===== config.mk =====
export PLATFORM = sky130hd
export DESIGN_NAME = dual_timer_control_and_mode
export DESIGN_NICKNAME = d
export VERILOG_FILES = /design/src/hw/timer_pkg.sv /design/src/hw/edge_sync.sv /design/src/hw/dual_timer_control_and_mode.sv
export SDC_FILE = /design/constraint.sdc
export NUM_CORES = 1
export LEC_CHECK = 0
export ABC_AREA = 0
export BUFFER_PORTS_ARGS = -buffer_cell sky130_fd_sc_hd__buf_2
export CORE_ASPECT_RATIO = 1.4
export CORE_MARGIN = 5
export CORE_UTILIZATION = 39
export CTS_BUF_LIST = sky130_fd_sc_hd__clkbuf_16
export DETAILED_ROUTE_END_ITERATION = 7
export PLACE_DENSITY = 0.56
export RECOVER_POWER = 25
export SYNTH_ARGS = -nofsm -noshare
export SYNTH_HDL_FRONTEND = slang
export SYNTH_SLANG_ARGS = --single-unit

===== constraint.sdc =====
create_clock -name core_clk -period 2.5 [get_ports core_clk]
set_input_delay 0.125 -clock core_clk [delete_from_list [all_inputs] [get_ports core_clk]]
set_output_delay 0.125 -clock core_clk [all_outputs]
set_load 0.1 [all_outputs]

===== src/hw/timer_pkg.sv =====
// Constants for the dual counter/timer control and mode logic.
package timer_pkg;

  localparam logic [7:0] ADDR_TIMER_CONTROL = 8'h88;
  localparam logic [7:0] ADDR_TIMER_MODE = 8'h89;
  localparam logic [7:0] ADDR_LOW_BYTE_TMR_ZERO = 8'h8a;
  localparam logic [7:0] ADDR_LOW_BYTE_TMR_ONE = 8'h8b;
  localparam logic [7:0] ADDR_HIGH_BYTE_TMR_ZERO = 8'h8c;
  localparam logic [7:0] ADDR_HIGH_BYTE_TMR_ONE = 8'h8d;

  localparam logic [7:0] CONTROL_RESET = 8'h00;
  localparam logic [7:0] MODE_RESET = 8'h00;
  localparam logic [7:0] BYTE_RESET = 8'h00;

  localparam int BIT_OVF_FLAG_TMR_ONE = 7;
  localparam int BIT_RUN_BIT_TMR_ONE = 6;
  localparam int BIT_OVF_FLAG_TMR_ZERO = 5;
  localparam int BIT_RUN_BIT_TMR_ZERO = 4;
  localparam int BIT_EXT_IRQ_FLAG_ONE = 3;
  localparam int BIT_EXT_IRQ_TYPE_ONE = 2;
  localparam int BIT_EXT_IRQ_FLAG_ZERO = 1;
  localparam int BIT_EXT_IRQ_TYPE_ZERO = 0;

  localparam int BIT_GATE_SEL_TMR_ONE = 7;
  localparam int BIT_COUNT_SEL_TMR_ONE = 6;
  localparam int BIT_MODE_FIELD_TMR_ONE = 4;
  localparam int BIT_GATE_SEL_TMR_ZERO = 3;
  localparam int BIT_COUNT_SEL_TMR_ZERO = 2;
  localparam int BIT_MODE_FIELD_TMR_ZERO = 0;

  typedef enum logic [1:0] {MODE_13BIT, MODE_16BIT, MODE_RELOAD8, MODE_SPLIT} tmr_mode_type;

  localparam logic [1:0] PRESCALE_SYS_DIV12 = 2'h0;
  localparam logic [1:0] PRESCALE_SYS_DIV4 = 2'h1;
  localparam logic [1:0] PRESCALE_SYS_DIV48 = 2'h2;
  localparam logic [1:0] PRESCALE_EXT_DIV8 = 2'h3;
  localparam logic [5:0] DIVIDE_12 = 6'h0c;
  localparam logic [5:0] DIVIDE_4 = 6'h04;
  localparam logic [5:0] DIVIDE_48 = 6'h30;
  localparam logic [5:0] DIVIDE_8 = 6'h08;

endpackage


===== src/hw/edge_sync.sv =====
// Two-stage synchroniser with a third stage kept for edge detection.
`timescale 1ns/1ps
module edge_sync (
  input wire logic core_clk,
  input wire logic rst_b,
  input wire logic ce,
  input wire logic din,
  output logic lvl,
  output logic prev
);

  typedef struct packed {
    logic meta;
    logic lvl;
    logic prev;
  } sync_state_type;

  sync_state_type s_q;
  sync_state_type s_d;

  // The first stage feeds only the second; edges compare the two later stages.
  always_comb begin
    s_d = s_q;
    if (ce) begin
      s_d.meta = din;
      s_d.lvl = s_q.meta;
      s_d.prev = s_q.lvl;
    end
  end

  always_ff @(posedge core_clk or negedge rst_b) begin
    if (!rst_b) begin
      s_q <= '0;
    end else begin
      s_q <= s_d;
    end
  end

  assign lvl = s_q.lvl;
  assign prev = s_q.prev;

endmodule // edge_sync


===== src/hw/dual_timer_control_and_mode.sv =====
// Control, mode and counting logic for two counter/timers and two external interrupt flags.
`timescale 1ns/1ps
module dual_timer_control_and_mode (
  input wire logic core_clk,
  input wire logic rst_b,
  input wire logic ce,
  input wire logic [7:0] sfr_addr,
  input wire logic sfr_wr,
  input wire logic [7:0] sfr_wdata,
  input wire logic sfr_rd,
  input wire logic bit_wr,
  input wire logic [2:0] bit_sel,
  input wire logic bit_val,
  input wire logic vec_tmr_zero,
  input wire logic vec_tmr_one,
  input wire logic vec_irq_zero,
  input wire logic vec_irq_one,
  input wire logic count_pin_zero,
  input wire logic count_pin_one,
  input wire logic ext_irq_input_zero,
  input wire logic ext_irq_input_one,
  input wire logic polarity_irq_zero,
  input wire logic polarity_irq_one,
  input wire logic [1:0] prescale_select,
  input wire logic clk_sel_tmr_zero,
  input wire logic clk_sel_tmr_one,
  input wire logic ext_clk,
  output logic [7:0] sfr_rdata,
  output logic [7:0] timer_control_out,
  output logic ovf_pulse_tmr_one
);

  typedef struct packed {
    logic [7:0] ctrl;
    logic [7:0] mode;
    logic [7:0] lo0;
    logic [7:0] hi0;
    logic [7:0] lo1;
    logic [7:0] hi1;
    logic [5:0] pre;
    logic [7:0] rd;
    logic pulse1;
    logic [1:0] warm;
  } state_type;

  state_type s_q;
  state_type s_d;

  logic pin0_lvl, pin0_prev, pin1_lvl, pin1_prev;
  logic irq0_lvl, irq0_prev, irq1_lvl, irq1_prev;
  logic ext_lvl, ext_prev;

  edge_sync u_sync_pin0 (.core_clk(core_clk), .rst_b(rst_b), .ce(ce), .din(count_pin_zero), .lvl(pin0_lvl), .prev(pin0_prev));
  edge_sync u_sync_pin1 (.core_clk(core_clk), .rst_b(rst_b), .ce(ce), .din(count_pin_one), .lvl(pin1_lvl), .prev(pin1_prev));
  edge_sync u_sync_irq0 (.core_clk(core_clk), .rst_b(rst_b), .ce(ce), .din(ext_irq_input_zero), .lvl(irq0_lvl), .prev(irq0_prev));
  edge_sync u_sync_irq1 (.core_clk(core_clk), .rst_b(rst_b), .ce(ce), .din(ext_irq_input_one), .lvl(irq1_lvl), .prev(irq1_prev));
  edge_sync u_sync_ext (.core_clk(core_clk), .rst_b(rst_b), .ce(ce), .din(ext_clk), .lvl(ext_lvl), .prev(ext_prev));

  // Returns {overflow, high byte, low byte} after one increment in the given mode, or unchanged in split mode.
  function automatic logic [16:0] step(input logic [7:0] lo, input logic [7:0] hi, input logic [1:0] md);
    logic [13:0] s13;
    logic [16:0] s16;
    logic [16:0] r;
    s13 = {1'b0, hi, lo[4:0]} + 14'h0001;
    s16 = {1'b0, hi, lo} + 17'h0_0001;
    r = {1'b0, hi, lo};
    case (md)
      timer_pkg::MODE_13BIT: r = {s13[13], s13[12:5], lo[7:5], s13[4:0]};
      timer_pkg::MODE_16BIT: r = s16;
      timer_pkg::MODE_RELOAD8: r = (lo == 8'hff) ? {1'b1, hi, hi} : {1'b0, hi, 8'(lo + 8'h01)};
      default: r = {1'b0, hi, lo};
    endcase
    return r;
  endfunction

  logic [1:0] md0, md1;
  logic split0, act0, act1, edge0, edge1, pre_inc, pre_tick, sync_ok;
  logic en0, en1, tick0, tick1, inc0, inc1, inc_hi0, set_tf0, set_tf1, ovf1;
  logic [5:0] divide;
  logic [16:0] nxt0, nxt1;

  always_comb begin
    md0 = s_q.mode[timer_pkg::BIT_MODE_FIELD_TMR_ZERO +: 2];
    md1 = s_q.mode[timer_pkg::BIT_MODE_FIELD_TMR_ONE +: 2];
    split0 = (md0 == timer_pkg::MODE_SPLIT);
    // Synchronisers reset low, which an active-low input would read as active until the pin reaches them.
    sync_ok = (s_q.warm == 2'h3);
    act0 = sync_ok && (irq0_lvl == polarity_irq_zero);
    act1 = sync_ok && (irq1_lvl == polarity_irq_one);
    edge0 = act0 && (irq0_prev != polarity_irq_zero);
    edge1 = act1 && (irq1_prev != polarity_irq_one);
    case (prescale_select)
      timer_pkg::PRESCALE_SYS_DIV12: divide = timer_pkg::DIVIDE_12;
      timer_pkg::PRESCALE_SYS_DIV4: divide = timer_pkg::DIVIDE_4;
      timer_pkg::PRESCALE_SYS_DIV48: divide = timer_pkg::DIVIDE_48;
      default: divide = timer_pkg::DIVIDE_8;
    endcase
    // The external clock is counted on its synchronised falling edges only.
    pre_inc = (prescale_select == timer_pkg::PRESCALE_EXT_DIV8) ? (ext_prev && !ext_lvl) : 1'b1;
    pre_tick = pre_inc && (s_q.pre >= 6'(divide - 6'h01));
    en0 = s_q.ctrl[timer_pkg::BIT_RUN_BIT_TMR_ZERO] && (!s_q.mode[timer_pkg::BIT_GATE_SEL_TMR_ZERO] || act0);
    en1 = s_q.ctrl[timer_pkg::BIT_RUN_BIT_TMR_ONE] && (!s_q.mode[timer_pkg::BIT_GATE_SEL_TMR_ONE] || act1);
    tick0 = s_q.mode[timer_pkg::BIT_COUNT_SEL_TMR_ZERO] ? (pin0_prev && !pin0_lvl) : (clk_sel_tmr_zero || pre_tick);
    tick1 = (clk_sel_tmr_one || pre_tick);
    // With timer zero split, timer one loses its pin input and its run bit.
    if (!split0 && s_q.mode[timer_pkg::BIT_COUNT_SEL_TMR_ONE]) begin
      tick1 = pin1_prev && !pin1_lvl;
    end
    inc0 = en0 && tick0;
    inc1 = (split0 || en1) && (md1 != timer_pkg::MODE_SPLIT) && tick1;
    inc_hi0 = split0 && s_q.ctrl[timer_pkg::BIT_RUN_BIT_TMR_ONE] && (clk_sel_tmr_one || pre_tick);
    nxt0 = step(s_q.lo0, s_q.hi0, md0);
    nxt1 = step(s_q.lo1, s_q.hi1, md1);
    if (split0) begin
      nxt0 = {(s_q.lo0 == 8'hff), 8'(s_q.hi0 + 8'h01), 8'(s_q.lo0 + 8'h01)};
    end
    set_tf0 = inc0 && nxt0[16];
    ovf1 = inc1 && nxt1[16];
    set_tf1 = (!split0 && ovf1) || (inc_hi0 && s_q.hi0 == 8'hff);
  end

  always_comb begin
    s_d = s_q;
    if (ce) begin
      if (split0) begin
        if (inc0) s_d.lo0 = nxt0[7:0];
        if (inc_hi0) s_d.hi0 = nxt0[15:8];
      end else if (inc0) begin
        s_d.lo0 = nxt0[7:0];
        s_d.hi0 = nxt0[15:8];
      end
      if (inc1) begin
        s_d.lo1 = nxt1[7:0];
        s_d.hi1 = nxt1[15:8];
      end
      s_d.pulse1 = ovf1;
      s_d.warm = sync_ok ? s_q.warm : s_q.warm + 2'h1;
      s_d.pre = pre_tick ? 6'h00 : 6'(s_q.pre + {5'h00, pre_inc});
      // Vectoring clears overflow flags always, interrupt flags only when edge triggered.
      if (vec_tmr_one) s_d.ctrl[timer_pkg::BIT_OVF_FLAG_TMR_ONE] = 1'b0;
      if (vec_tmr_zero) s_d.ctrl[timer_pkg::BIT_OVF_FLAG_TMR_ZERO] = 1'b0;
      if (vec_irq_one && s_q.ctrl[timer_pkg::BIT_EXT_IRQ_TYPE_ONE]) s_d.ctrl[timer_pkg::BIT_EXT_IRQ_FLAG_ONE] = 1'b0;
      if (vec_irq_zero && s_q.ctrl[timer_pkg::BIT_EXT_IRQ_TYPE_ZERO]) s_d.ctrl[timer_pkg::BIT_EXT_IRQ_FLAG_ZERO] = 1'b0;
      if (bit_wr) s_d.ctrl[bit_sel] = bit_val;
      if (sfr_wr) begin
        case (sfr_addr)
          timer_pkg::ADDR_TIMER_CONTROL: s_d.ctrl = sfr_wdata;
          timer_pkg::ADDR_TIMER_MODE: s_d.mode = sfr_wdata;
          timer_pkg::ADDR_LOW_BYTE_TMR_ZERO: s_d.lo0 = sfr_wdata;
          timer_pkg::ADDR_LOW_BYTE_TMR_ONE: s_d.lo1 = sfr_wdata;
          timer_pkg::ADDR_HIGH_BYTE_TMR_ZERO: s_d.hi0 = sfr_wdata;
          timer_pkg::ADDR_HIGH_BYTE_TMR_ONE: s_d.hi1 = sfr_wdata;
          default: s_d.ctrl = s_d.ctrl;
        endcase
      end
      // Hardware sets come last so an event in a clearing cycle is never lost.
      if (set_tf1) s_d.ctrl[timer_pkg::BIT_OVF_FLAG_TMR_ONE] = 1'b1;
      if (set_tf0) s_d.ctrl[timer_pkg::BIT_OVF_FLAG_TMR_ZERO] = 1'b1;
      if (s_q.ctrl[timer_pkg::BIT_EXT_IRQ_TYPE_ONE] ? edge1 : act1) begin
        s_d.ctrl[timer_pkg::BIT_EXT_IRQ_FLAG_ONE] = 1'b1;
      end
      if (s_q.ctrl[timer_pkg::BIT_EXT_IRQ_TYPE_ZERO] ? edge0 : act0) begin
        s_d.ctrl[timer_pkg::BIT_EXT_IRQ_FLAG_ZERO] = 1'b1;
      end
      if (sfr_rd) begin
        case (sfr_addr)
          timer_pkg::ADDR_TIMER_CONTROL: s_d.rd = s_q.ctrl;
          timer_pkg::ADDR_TIMER_MODE: s_d.rd = s_q.mode;
          timer_pkg::ADDR_LOW_BYTE_TMR_ZERO: s_d.rd = s_q.lo0;
          timer_pkg::ADDR_LOW_BYTE_TMR_ONE: s_d.rd = s_q.lo1;
          timer_pkg::ADDR_HIGH_BYTE_TMR_ZERO: s_d.rd = s_q.hi0;
          timer_pkg::ADDR_HIGH_BYTE_TMR_ONE: s_d.rd = s_q.hi1;
          default: s_d.rd = 8'h00;
        endcase
      end
    end
  end

  always_ff @(posedge core_clk or negedge rst_b) begin
    if (!rst_b) begin
      s_q.ctrl <= timer_pkg::CONTROL_RESET;
      s_q.mode <= timer_pkg::MODE_RESET;
      s_q.lo0 <= timer_pkg::BYTE_RESET;
      s_q.hi0 <= timer_pkg::BYTE_RESET;
      s_q.lo1 <= timer_pkg::BYTE_RESET;
      s_q.hi1 <= timer_pkg::BYTE_RESET;
      s_q.pre <= 6'h00;
      s_q.rd <= 8'h00;
      s_q.pulse1 <= 1'b0;
      s_q.warm <= 2'h0;
    end else begin
      s_q <= s_d;
    end
  end

  assign sfr_rdata = s_q.rd;
  assign timer_control_out = s_q.ctrl;
  assign ovf_pulse_tmr_one = s_q.pulse1;

  logic wr_t0;
  assign wr_t0 = sfr_wr && (sfr_addr == timer_pkg::ADDR_LOW_BYTE_TMR_ZERO || sfr_addr == timer_pkg::ADDR_HIGH_BYTE_TMR_ZERO);
endmodule // dual_timer_control_and_mode


==> impl_metrics.sql, run 1 <==
INSERT INTO impl_metrics (metric_group, metric, value, unit) VALUES
('global_routing', 'busiest_layer', 'met2', ''),
('synth', 'yosys_warnings', '0', ''),
('global_routing', 'grt_max_degree', '81', ''),
('cells_and_area', 'fraction_of_final_layout_cells_sized_beyond_drive_strength_1', '0.230', ''),
('cells_and_area', 'multi_input_area', '3720', 'sq um'),
('place', 'routability_congestion', '0.948', ''),
('synth', 'post_synth.cell_area_avg', '8.46', 'sq um'),
('place', 'place.port_buffers', '57', ''),
('job', 'drv.max_cap_violation_count', '0', ''),
('run_status', 'status', 'finished clean', ''),
('synth', 'synth_xor_xnor_area_share', '0.0200', ''),
('cells_and_area', 'finish.net_count', '837', ''),
('setup_path', 'timing.critical_path.depth', '9', ''),
('clock_tree', 'tritoncts', 'built', ''),
('sta', 'setup_tns', '0', 'ns'),
('setup_path', 'critPathLaunch', 's_q[16]', ''),
('power_and_ir_drop', 'power.static_leakage', '2.99', 'nW'),
('cells_and_area', 'antenna_cells_inserted', '0', ''),
('setup_path', 'critPathArrivalTime', '2.62', 'ns'),
('global_routing', 'gr-usage-all-layers', '0.243', ''),
('global_routing', 'grt_pass1_wl', '34100', 'um'),
('setup_path', 'timing.reg2reg.worst_path_depth', '9', ''),
('global_routing', 'grtUsageMet3', '0.0346', ''),
('place', 'hpwlAfterDp', '16000', 'um'),
('drt', 'drt_iter0_markers', '779', ''),
('die', 'num_rows', '54', ''),
('sta', 'final_worst_clock_skew', '0.0103', 'ns'),
('synth', 'ys_top_cells_by_count', '80 x sky130_fd_sc_hd__dfrtp_1, 65 x sky130_fd_sc_hd__nor2_1, 61 x sky130_fd_sc_hd__a21oi_1', ''),
('power_and_ir_drop', 'total_power', '6.78', 'mW'),
('setup_path', 'cp-end-kind', 'register', ''),
('cells_and_area', 'area_delta_synth_final', '16.6', '%'),
('worst_hold_path', 'hp-start', 'count_pin_zero', ''),
('sta', 'final-max-slew-violation-count', '0', ''),
('sta', 'hold_viol', '0', ''),
('die', 'chipWidth', '116', 'um'),
('setup_path', 'crit_type', 'reg -> reg', ''),
('die', 'start_util', '0.394', ''),
('worst_hold_path', 'timing.hold.worst_path_depth', '2', ''),
('global_routing', 'grt.met2_usage', '0.408', ''),
('worst_hold_path', 'worstHoldPathType', 'in -> reg', ''),
('power_and_ir_drop', 'vdd_drop_max', '604', 'uV'),
('cells_and_area', 'register_area', '2000', 'sq um'),
('sta', 'setup_viol_count_final', '0', ''),
('synth', 'number_of_synthesized_flops_with_an_enable_pin', '0', ''),
('place', 'place_area', '6750', 'sq um'),
('clock_tree', 'h_tree_depth', '3', ''),
('global_routing', 'grt_remaining_overflow', '0', ''),
('synth', 'synth_fp_nets', '775', ''),
('cells_and_area', 'fill_cell_count', '1548', ''),
('drt', 'drc_errors', '0', ''),
('synth', 'largest_family_of_logic_cells_by_synthesized_area', 'compound AO/OA/AOI/OAI gates', ''),
('drt', 'drt_pass_1_iters', '5', ''),
('synth', 'multiplexer_share_of_the_synthesized_area', '0.105', ''),
('synth', 'synthesized_flop_and_latch_total', '80', ''),
('global_routing', 'globalRouteMet1Util', '0.293', ''),
('drt', 'antenna_left', '0', ''),
('synth', 'ys_top_cells_by_area', 'sky130_fd_sc_hd__dfrtp_1 33%, sky130_fd_sc_hd__a21oi_1 5.0%, sky130_fd_sc_hd__mux2_2 4.6%', ''),
('global_routing', 'first_global_vias', '6048', ''),
('sta', 'setup_repair_after_global_routing_missed_its_margin', 'false', ''),
('place', 'post-place-cells', '964', ''),
('synth', 'netlist_area', '6130', 'sq um'),
('setup_path', 'critical_path_fanout_max', '9', ''),
('global_routing', 'initial_antenna_violation_count', '1', ''),
('setup_path', 'cp_slowest_cell', 'sky130_fd_sc_hd__or4_4', ''),
('sta', 'max_clock_freq', '419', 'MHz'),
('setup_path', 'timing.rr.start', 's_q[16]', ''),
('drt', 'routed_wl', '21700', 'um'),
('drt', 'wl_per_cell', '22.0', 'um'),
('cells_and_area', 'fin_cells', '987', ''),
('setup_path', 'cp_slowest_stage_delay', '0.50', 'ns'),
('synth', 'cell_type_contributing_the_most_total_cell_area_after_synthesis', 'sky130_fd_sc_hd__dfrtp_1', '');
==> cells by family after synthesis <==
kind of cell,Yosys count
adders and majority gates,10
DFF,80
AOI/OAI and AO/OA,224
xor gates and xnor gates,14
other,1
and+or+nand+nor,254
buffers and inverters,90
muxes,51
==> state kept, by name, indices dropped and copies added (netlist names), 2 cells and up <==
| register | flops |
|---|---|
| s_q | 44 |
| md0 | 2 |
| sfr_rdata | 8 |
| timer_control_out | 8 |
| md1 | 2 |
==> repair_timing <==
| item | 4_1_cts | 5_1_grt |
|---|---|---|
| buffers inserted | 0 | 2 |
| setup endpoints to repair | 1 | 7 |
| hold buffers | 5 | 0 |
| endpoints found under the hold margin | 84 | 0 |
| resized for setup | 1 | 2 |
==> metrics by stage <==
stage / hold WS (ns) / utilization
floorplan: -0.171 / -
global placement: 0.185 / 0.434
detailed placement: 0.188 / 0.434
CTS: 0.000775 / 0.459
global route: 0.0174 / 0.460
finish: 0.00623 / 0.460
==> final cells by class <==
class / instances / area share
flip-flops and latches: 80 / 0.280
repair buffers: 118 / 0.107
multi-input cells: 554 / 0.520
well taps: 196 / 0.0343
inverters: 23 / 0.0121
clock buffers: 9 / 0.0315
clock inverters: 7 / 0.0149
==> per-layer routing <==
metal	part of all wire	routed length [um]
met5	0.00060	13
met1	0.38	8250
met4	0.062	1340
met2	0.49	10700
met3	0.062	1350
==> power breakdown <==
part	switching, mW	internal [mW]	total, mW
logic	1.94	1.26	3.20
clock network	0.620	0.895	1.52
registers	0.450	1.62	2.07
==> worst paths after layout <==
path | end | slack [ns]
worst max-delay path | s_q[35] | 0.11
worst min-delay path | u_sync_pin0.s_q[2] | 0.006
worst max register to register | s_q[35] | 0.11
worst min register to register | s_q[0] | 0.48
max in group asynchronous | s_q[44] | 1.09
min in group asynchronous | sfr_rdata[4] | 0.64
==> cell usage in the layout, fill, tap and decap left out, types with 4 or more instances in the layout <==
cell and count:
sky130_fd_sc_hd__a211o_1 6, sky130_fd_sc_hd__a211oi_1 7, sky130_fd_sc_hd__a21o_1 5, sky130_fd_sc_hd__a21oi_1 60
sky130_fd_sc_hd__a221oi_1 7, sky130_fd_sc_hd__a31oi_1 20, sky130_fd_sc_hd__and2_1 7, sky130_fd_sc_hd__and3_1 7
sky130_fd_sc_hd__and4_1 5, sky130_fd_sc_hd__buf_2 56, sky130_fd_sc_hd__buf_4 54, sky130_fd_sc_hd__clkbuf_16 9
sky130_fd_sc_hd__dfrtp_1 80, sky130_fd_sc_hd__dlygate4sd3_1 5, sky130_fd_sc_hd__ha_1 10, sky130_fd_sc_hd__inv_1 23
sky130_fd_sc_hd__mux2_2 25, sky130_fd_sc_hd__mux2i_1 18, sky130_fd_sc_hd__mux4_2 8, sky130_fd_sc_hd__nand2_1 57
sky130_fd_sc_hd__nand2b_1 8, sky130_fd_sc_hd__nand3_1 23, sky130_fd_sc_hd__nand4_1 14, sky130_fd_sc_hd__nor2_1 65
sky130_fd_sc_hd__nor2b_1 6, sky130_fd_sc_hd__nor3_1 21, sky130_fd_sc_hd__nor4_1 13, sky130_fd_sc_hd__o211ai_1 11
sky130_fd_sc_hd__o21ai_0 39, sky130_fd_sc_hd__o221a_2 8, sky130_fd_sc_hd__o221ai_1 5, sky130_fd_sc_hd__o22a_1 11
sky130_fd_sc_hd__o22ai_1 7, sky130_fd_sc_hd__o31ai_1 4, sky130_fd_sc_hd__or3_1 11, sky130_fd_sc_hd__xnor2_1 8
sky130_fd_sc_hd__xor2_1 6
Note: power is estimated with default switching activity, not from simulation.
==> run 2: changes to the inputs <==
--- a/config.mk
+++ b/config.mk
@@ -9,10 +9,10 @@
 export BUFFER_PORTS_ARGS = -buffer_cell sky130_fd_sc_hd__buf_2
 export CORE_ASPECT_RATIO = 1.4
 export CORE_MARGIN = 5
-export CORE_UTILIZATION = 39
+export CORE_UTILIZATION = 40
 export CTS_BUF_LIST = sky130_fd_sc_hd__clkbuf_16
 export DETAILED_ROUTE_END_ITERATION = 7
-export PLACE_DENSITY = 0.56
+export PLACE_DENSITY = 0.58
 export RECOVER_POWER = 25
 export SYNTH_ARGS = -nofsm -noshare
 export SYNTH_HDL_FRONTEND = slang
==> impl_metrics.sql, run 2 (synthesis results as in run 1) <==
INSERT INTO impl_metrics (metric_group, metric, value, unit) VALUES
('run_status', 'status', 'finished clean', ''),
('sta', 'setup_repair_after_global_routing_missed_its_margin', 'false', ''),
('setup_path', 'path_cells', 'ha_1 -> a21oi_1 -> a31oi_2 -> a2111oi_4 -> buf_4 -> or4_4 -> a211o_1 -> o211a_1', ''),
('worst_hold_path', 'timing.hold.worst_path_depth', '2', ''),
('setup_path', 'critPathBufInv', '1', ''),
('clock_tree', 'numClockSinks', '80', ''),
('drt', 'drc_errors', '0', ''),
('sta', 'final_worst_clock_skew', '0.0126', 'ns'),
('cells_and_area', 'mostFrequentLayoutCells', '80 x sky130_fd_sc_hd__dfrtp_1, 65 x sky130_fd_sc_hd__nor2_1, 61 x sky130_fd_sc_hd__a21oi_1, 57 x sky130_fd_sc_hd__nand2_1, 55 x sky130_fd_sc_hd__buf_2', ''),
('sta', 'timing.final.crit_share', '0.964', ''),
('die', 'start_util', '0.407', ''),
('setup_path', 'crit_type', 'reg -> reg', ''),
('drt', 'routed_wl', '21600', 'um'),
('die', 'fp.dieArea', '17900', 'sq um'),
('global_routing', 'grt_max_degree', '57', ''),
('setup_path', 'timing.critical_path.depth', '8', ''),
('sta', 'hold_viol', '0', ''),
('power_and_ir_drop', 'power.density', '923', 'nW/um^2'),
('job', 'drv.max_cap_violation_count', '0', ''),
('clock_tree', 'number_of_clock_buffers_inserted_by_tritoncts', '9', ''),
('clock_tree', 'h_tree_depth', '3', ''),
('sta', 'final-max-slew-violation-count', '0', ''),
('cells_and_area', 'area_delta_synth_final', '14.9', '%'),
('drt', 'drt_iter0_markers', '679', ''),
('sta', 'max_clock_freq', '415', 'MHz'),
('drt', 'detailroute.via_count', '6219', ''),
('sta', 'period_needed', '2.41', 'ns'),
('die', 'chipWidth', '115', 'um'),
('place', 'routability_congestion', '0.932', ''),
('drt', 'antenna_left', '0', ''),
('clock_tree', 'tritoncts', 'built', ''),
('die', 'placeableCoreArea', '15100', 'sq um'),
('sta', 'slew_headroom', '0.0116', ''),
('drt', 'drt_pass_1_iters', '6', ''),
('setup_path', 'cpLargestDelayFamily', 'compound AO/OA/AOI/OAI gates', ''),
('cells_and_area', 'layout_commonest_cell', 'sky130_fd_sc_hd__dfrtp_1', ''),
('setup_path', 'cp-start-kind', 'register', ''),
('setup_path', 'cp_slowest_cell', 'sky130_fd_sc_hd__or4_4', ''),
('setup_path', 'critical_path.reg2reg.endpoint', 's_q[35]', ''),
('clock_tree', 'clk_pin_slew_worst_paths', '0.07', 'ns'),
('sta', 'transition_time_at_the_pin_with_the_least_slew_margin', '1.48', 'ns'),
('drt', 'wl_per_cell', '22.1', 'um'),
('setup_path', 'critPathArrivalTime', '2.64', 'ns'),
('cells_and_area', 'finish.net_count', '831', ''),
('place', 'place_area', '6710', 'sq um'),
('global_routing', 'grt_remaining_overflow', '0', ''),
('setup_path', 'rrSetupSlack', '0.09', 'ns'),
('die', 'chip_height', '156', 'um'),
('sta', 'setup_viol_count_final', '0', ''),
('cells_and_area', 'largest_register_ff_count', '44', ''),
('setup_path', 'timing.reg2reg.worst_path_depth', '8', ''),
('cells_and_area', 'antenna_cells_inserted', '0', ''),
('cells_and_area', 'registers.top_by_ff_count', 's_q', ''),
('die', 'boundaryPins', '58', ''),
('setup_path', 'worstPathRequired', '2.73', 'ns'),
('place', 'place.port_buffers', '57', ''),
('sta', 'holdWs', '0.00896', 'ns'),
('place', 'hpwlAfterDp', '16300', 'um'),
('global_routing', 'gr-usage-all-layers', '0.244', ''),
('drt', 'avgViaCountPerCell', '6.37', ''),
('setup_path', 'cp-end-kind', 'register', ''),
('global_routing', 'initial_antenna_violation_count', '1', ''),
('setup_path', 'timing.rr.start', 's_q[16]', ''),
('clock_tree', 'cts.root.buffer_cell', 'sky130_fd_sc_hd__clkbuf_16', ''),
('sta', 'setup_tns', '0', 'ns'),
('worst_hold_path', 'hold-path-endpoint', 'u_sync_irq0.s_q[2]', ''),
('power_and_ir_drop', 'vdd_drop_max', '558', 'uV'),
('global_routing', 'first_global_vias', '6087', ''),
('worst_hold_path', 'hp-start', 'ext_irq_input_zero', ''),
('clock_tree', 'cts.path.max_buffers', '2', ''),
('global_routing', 'grt_pass1_wl', '33600', 'um'),
('clock_tree', 'clock_insertion_delay_worst_skew', '0.35', 'ns'),
('cells_and_area', 'fraction_of_final_layout_cells_sized_beyond_drive_strength_1', '0.223', ''),
('worst_hold_path', 'worstHoldPathType', 'in -> reg', ''),
('setup_path', 'critical_path_fanout_max', '5', ''),
('setup_path', 'cp_slowest_stage_delay', '0.51', 'ns'),
('die', 'num_rows', '53', ''),
('cells_and_area', 'fill_cell_count', '1460', ''),
('cells_and_area', 'design_area', '7040', 'sq um'),
('power_and_ir_drop', 'power.static_leakage', '2.94', 'nW');
-- run 2: routing by layer --
metal / part of all wire / GRT usage / up-vias / routed length, um
li1: - / - / 2831 / -
met1: 0.36 / 0.277 / 2989 / 7820
met2: 0.50 / 0.418 / 310 / 10900
met3: 0.080 / 0.0495 / 89 / 1730
met4: 0.055 / 0.143 / 0 / 1180
met5: 0 / 0 / - / 0
-- run 2: how the worst max path moves through the flow --
stage | from | end
finish | s_q[16] | s_q[35]
global route | s_q[15] | s_q[35]
global placement | s_q[15] | s_q[35]
CTS | s_q[16] | s_q[35]
detailed placement | s_q[15] | s_q[35]
floorplan | s_q[16] | s_q[30]
-- run 2: worst reg2reg max path: stages (launching register included) --
cell	delay [ns]
sky130_fd_sc_hd__dfrtp_1	0.39
sky130_fd_sc_hd__ha_1	0.33
sky130_fd_sc_hd__a21oi_1	0.10
sky130_fd_sc_hd__a31oi_2	0.26
sky130_fd_sc_hd__a2111oi_4	0.11
sky130_fd_sc_hd__buf_4	0.17
sky130_fd_sc_hd__or4_4	0.51
sky130_fd_sc_hd__a211o_1	0.30
sky130_fd_sc_hd__o211a_1	0.12
-- run 2: area by class of cell --
cell class | instances | area, sq um | share of cell area
multi-input cells | 554 | 3720 | 0.528
flip-flops and latches | 80 | 2000 | 0.284
repair buffers | 112 | 713 | 0.101
well taps | 192 | 240 | 0.0341
clock buffers | 9 | 225 | 0.0320
inverters | 23 | 86.3 | 0.0123
clock inverters | 7 | 52.6 | 0.00747
-- run 2: per-stage QoR --
step | util | setup slack, ns | power [mW] | std cells
final | 0.468 | 0.0905 | 6.50 | 977
after global routing | 0.468 | 0.00109 | 6.88 | 977
after CTS | 0.467 | 0.0280 | 6.46 | 975
after detailed placement | 0.446 | 0.0295 | 5.18 | 956
after global placement | 0.446 | 0.0634 | 5.14 | 956
after floorplan | - | 0.248 | 4.21 | 724
-- run 2: timing repair --
| action | CTS | global route |
|---|---|---|
| resized for setup | 1 | 1 |
| buffers inserted | 0 | 2 |
| hold endpoints to repair | 57 | 0 |
| pin swaps | 0 | 1 |
| setup endpoints to repair | 1 | 6 |
| hold buffers | 3 | 0 |
-- run 2: where the power goes --
| part | switching [mW] | internal, mW |
|---|---|---|
| clock network | 0.565 | 0.681 |
| registers | 0.515 | 1.62 |
| logic | 1.88 | 1.23 |
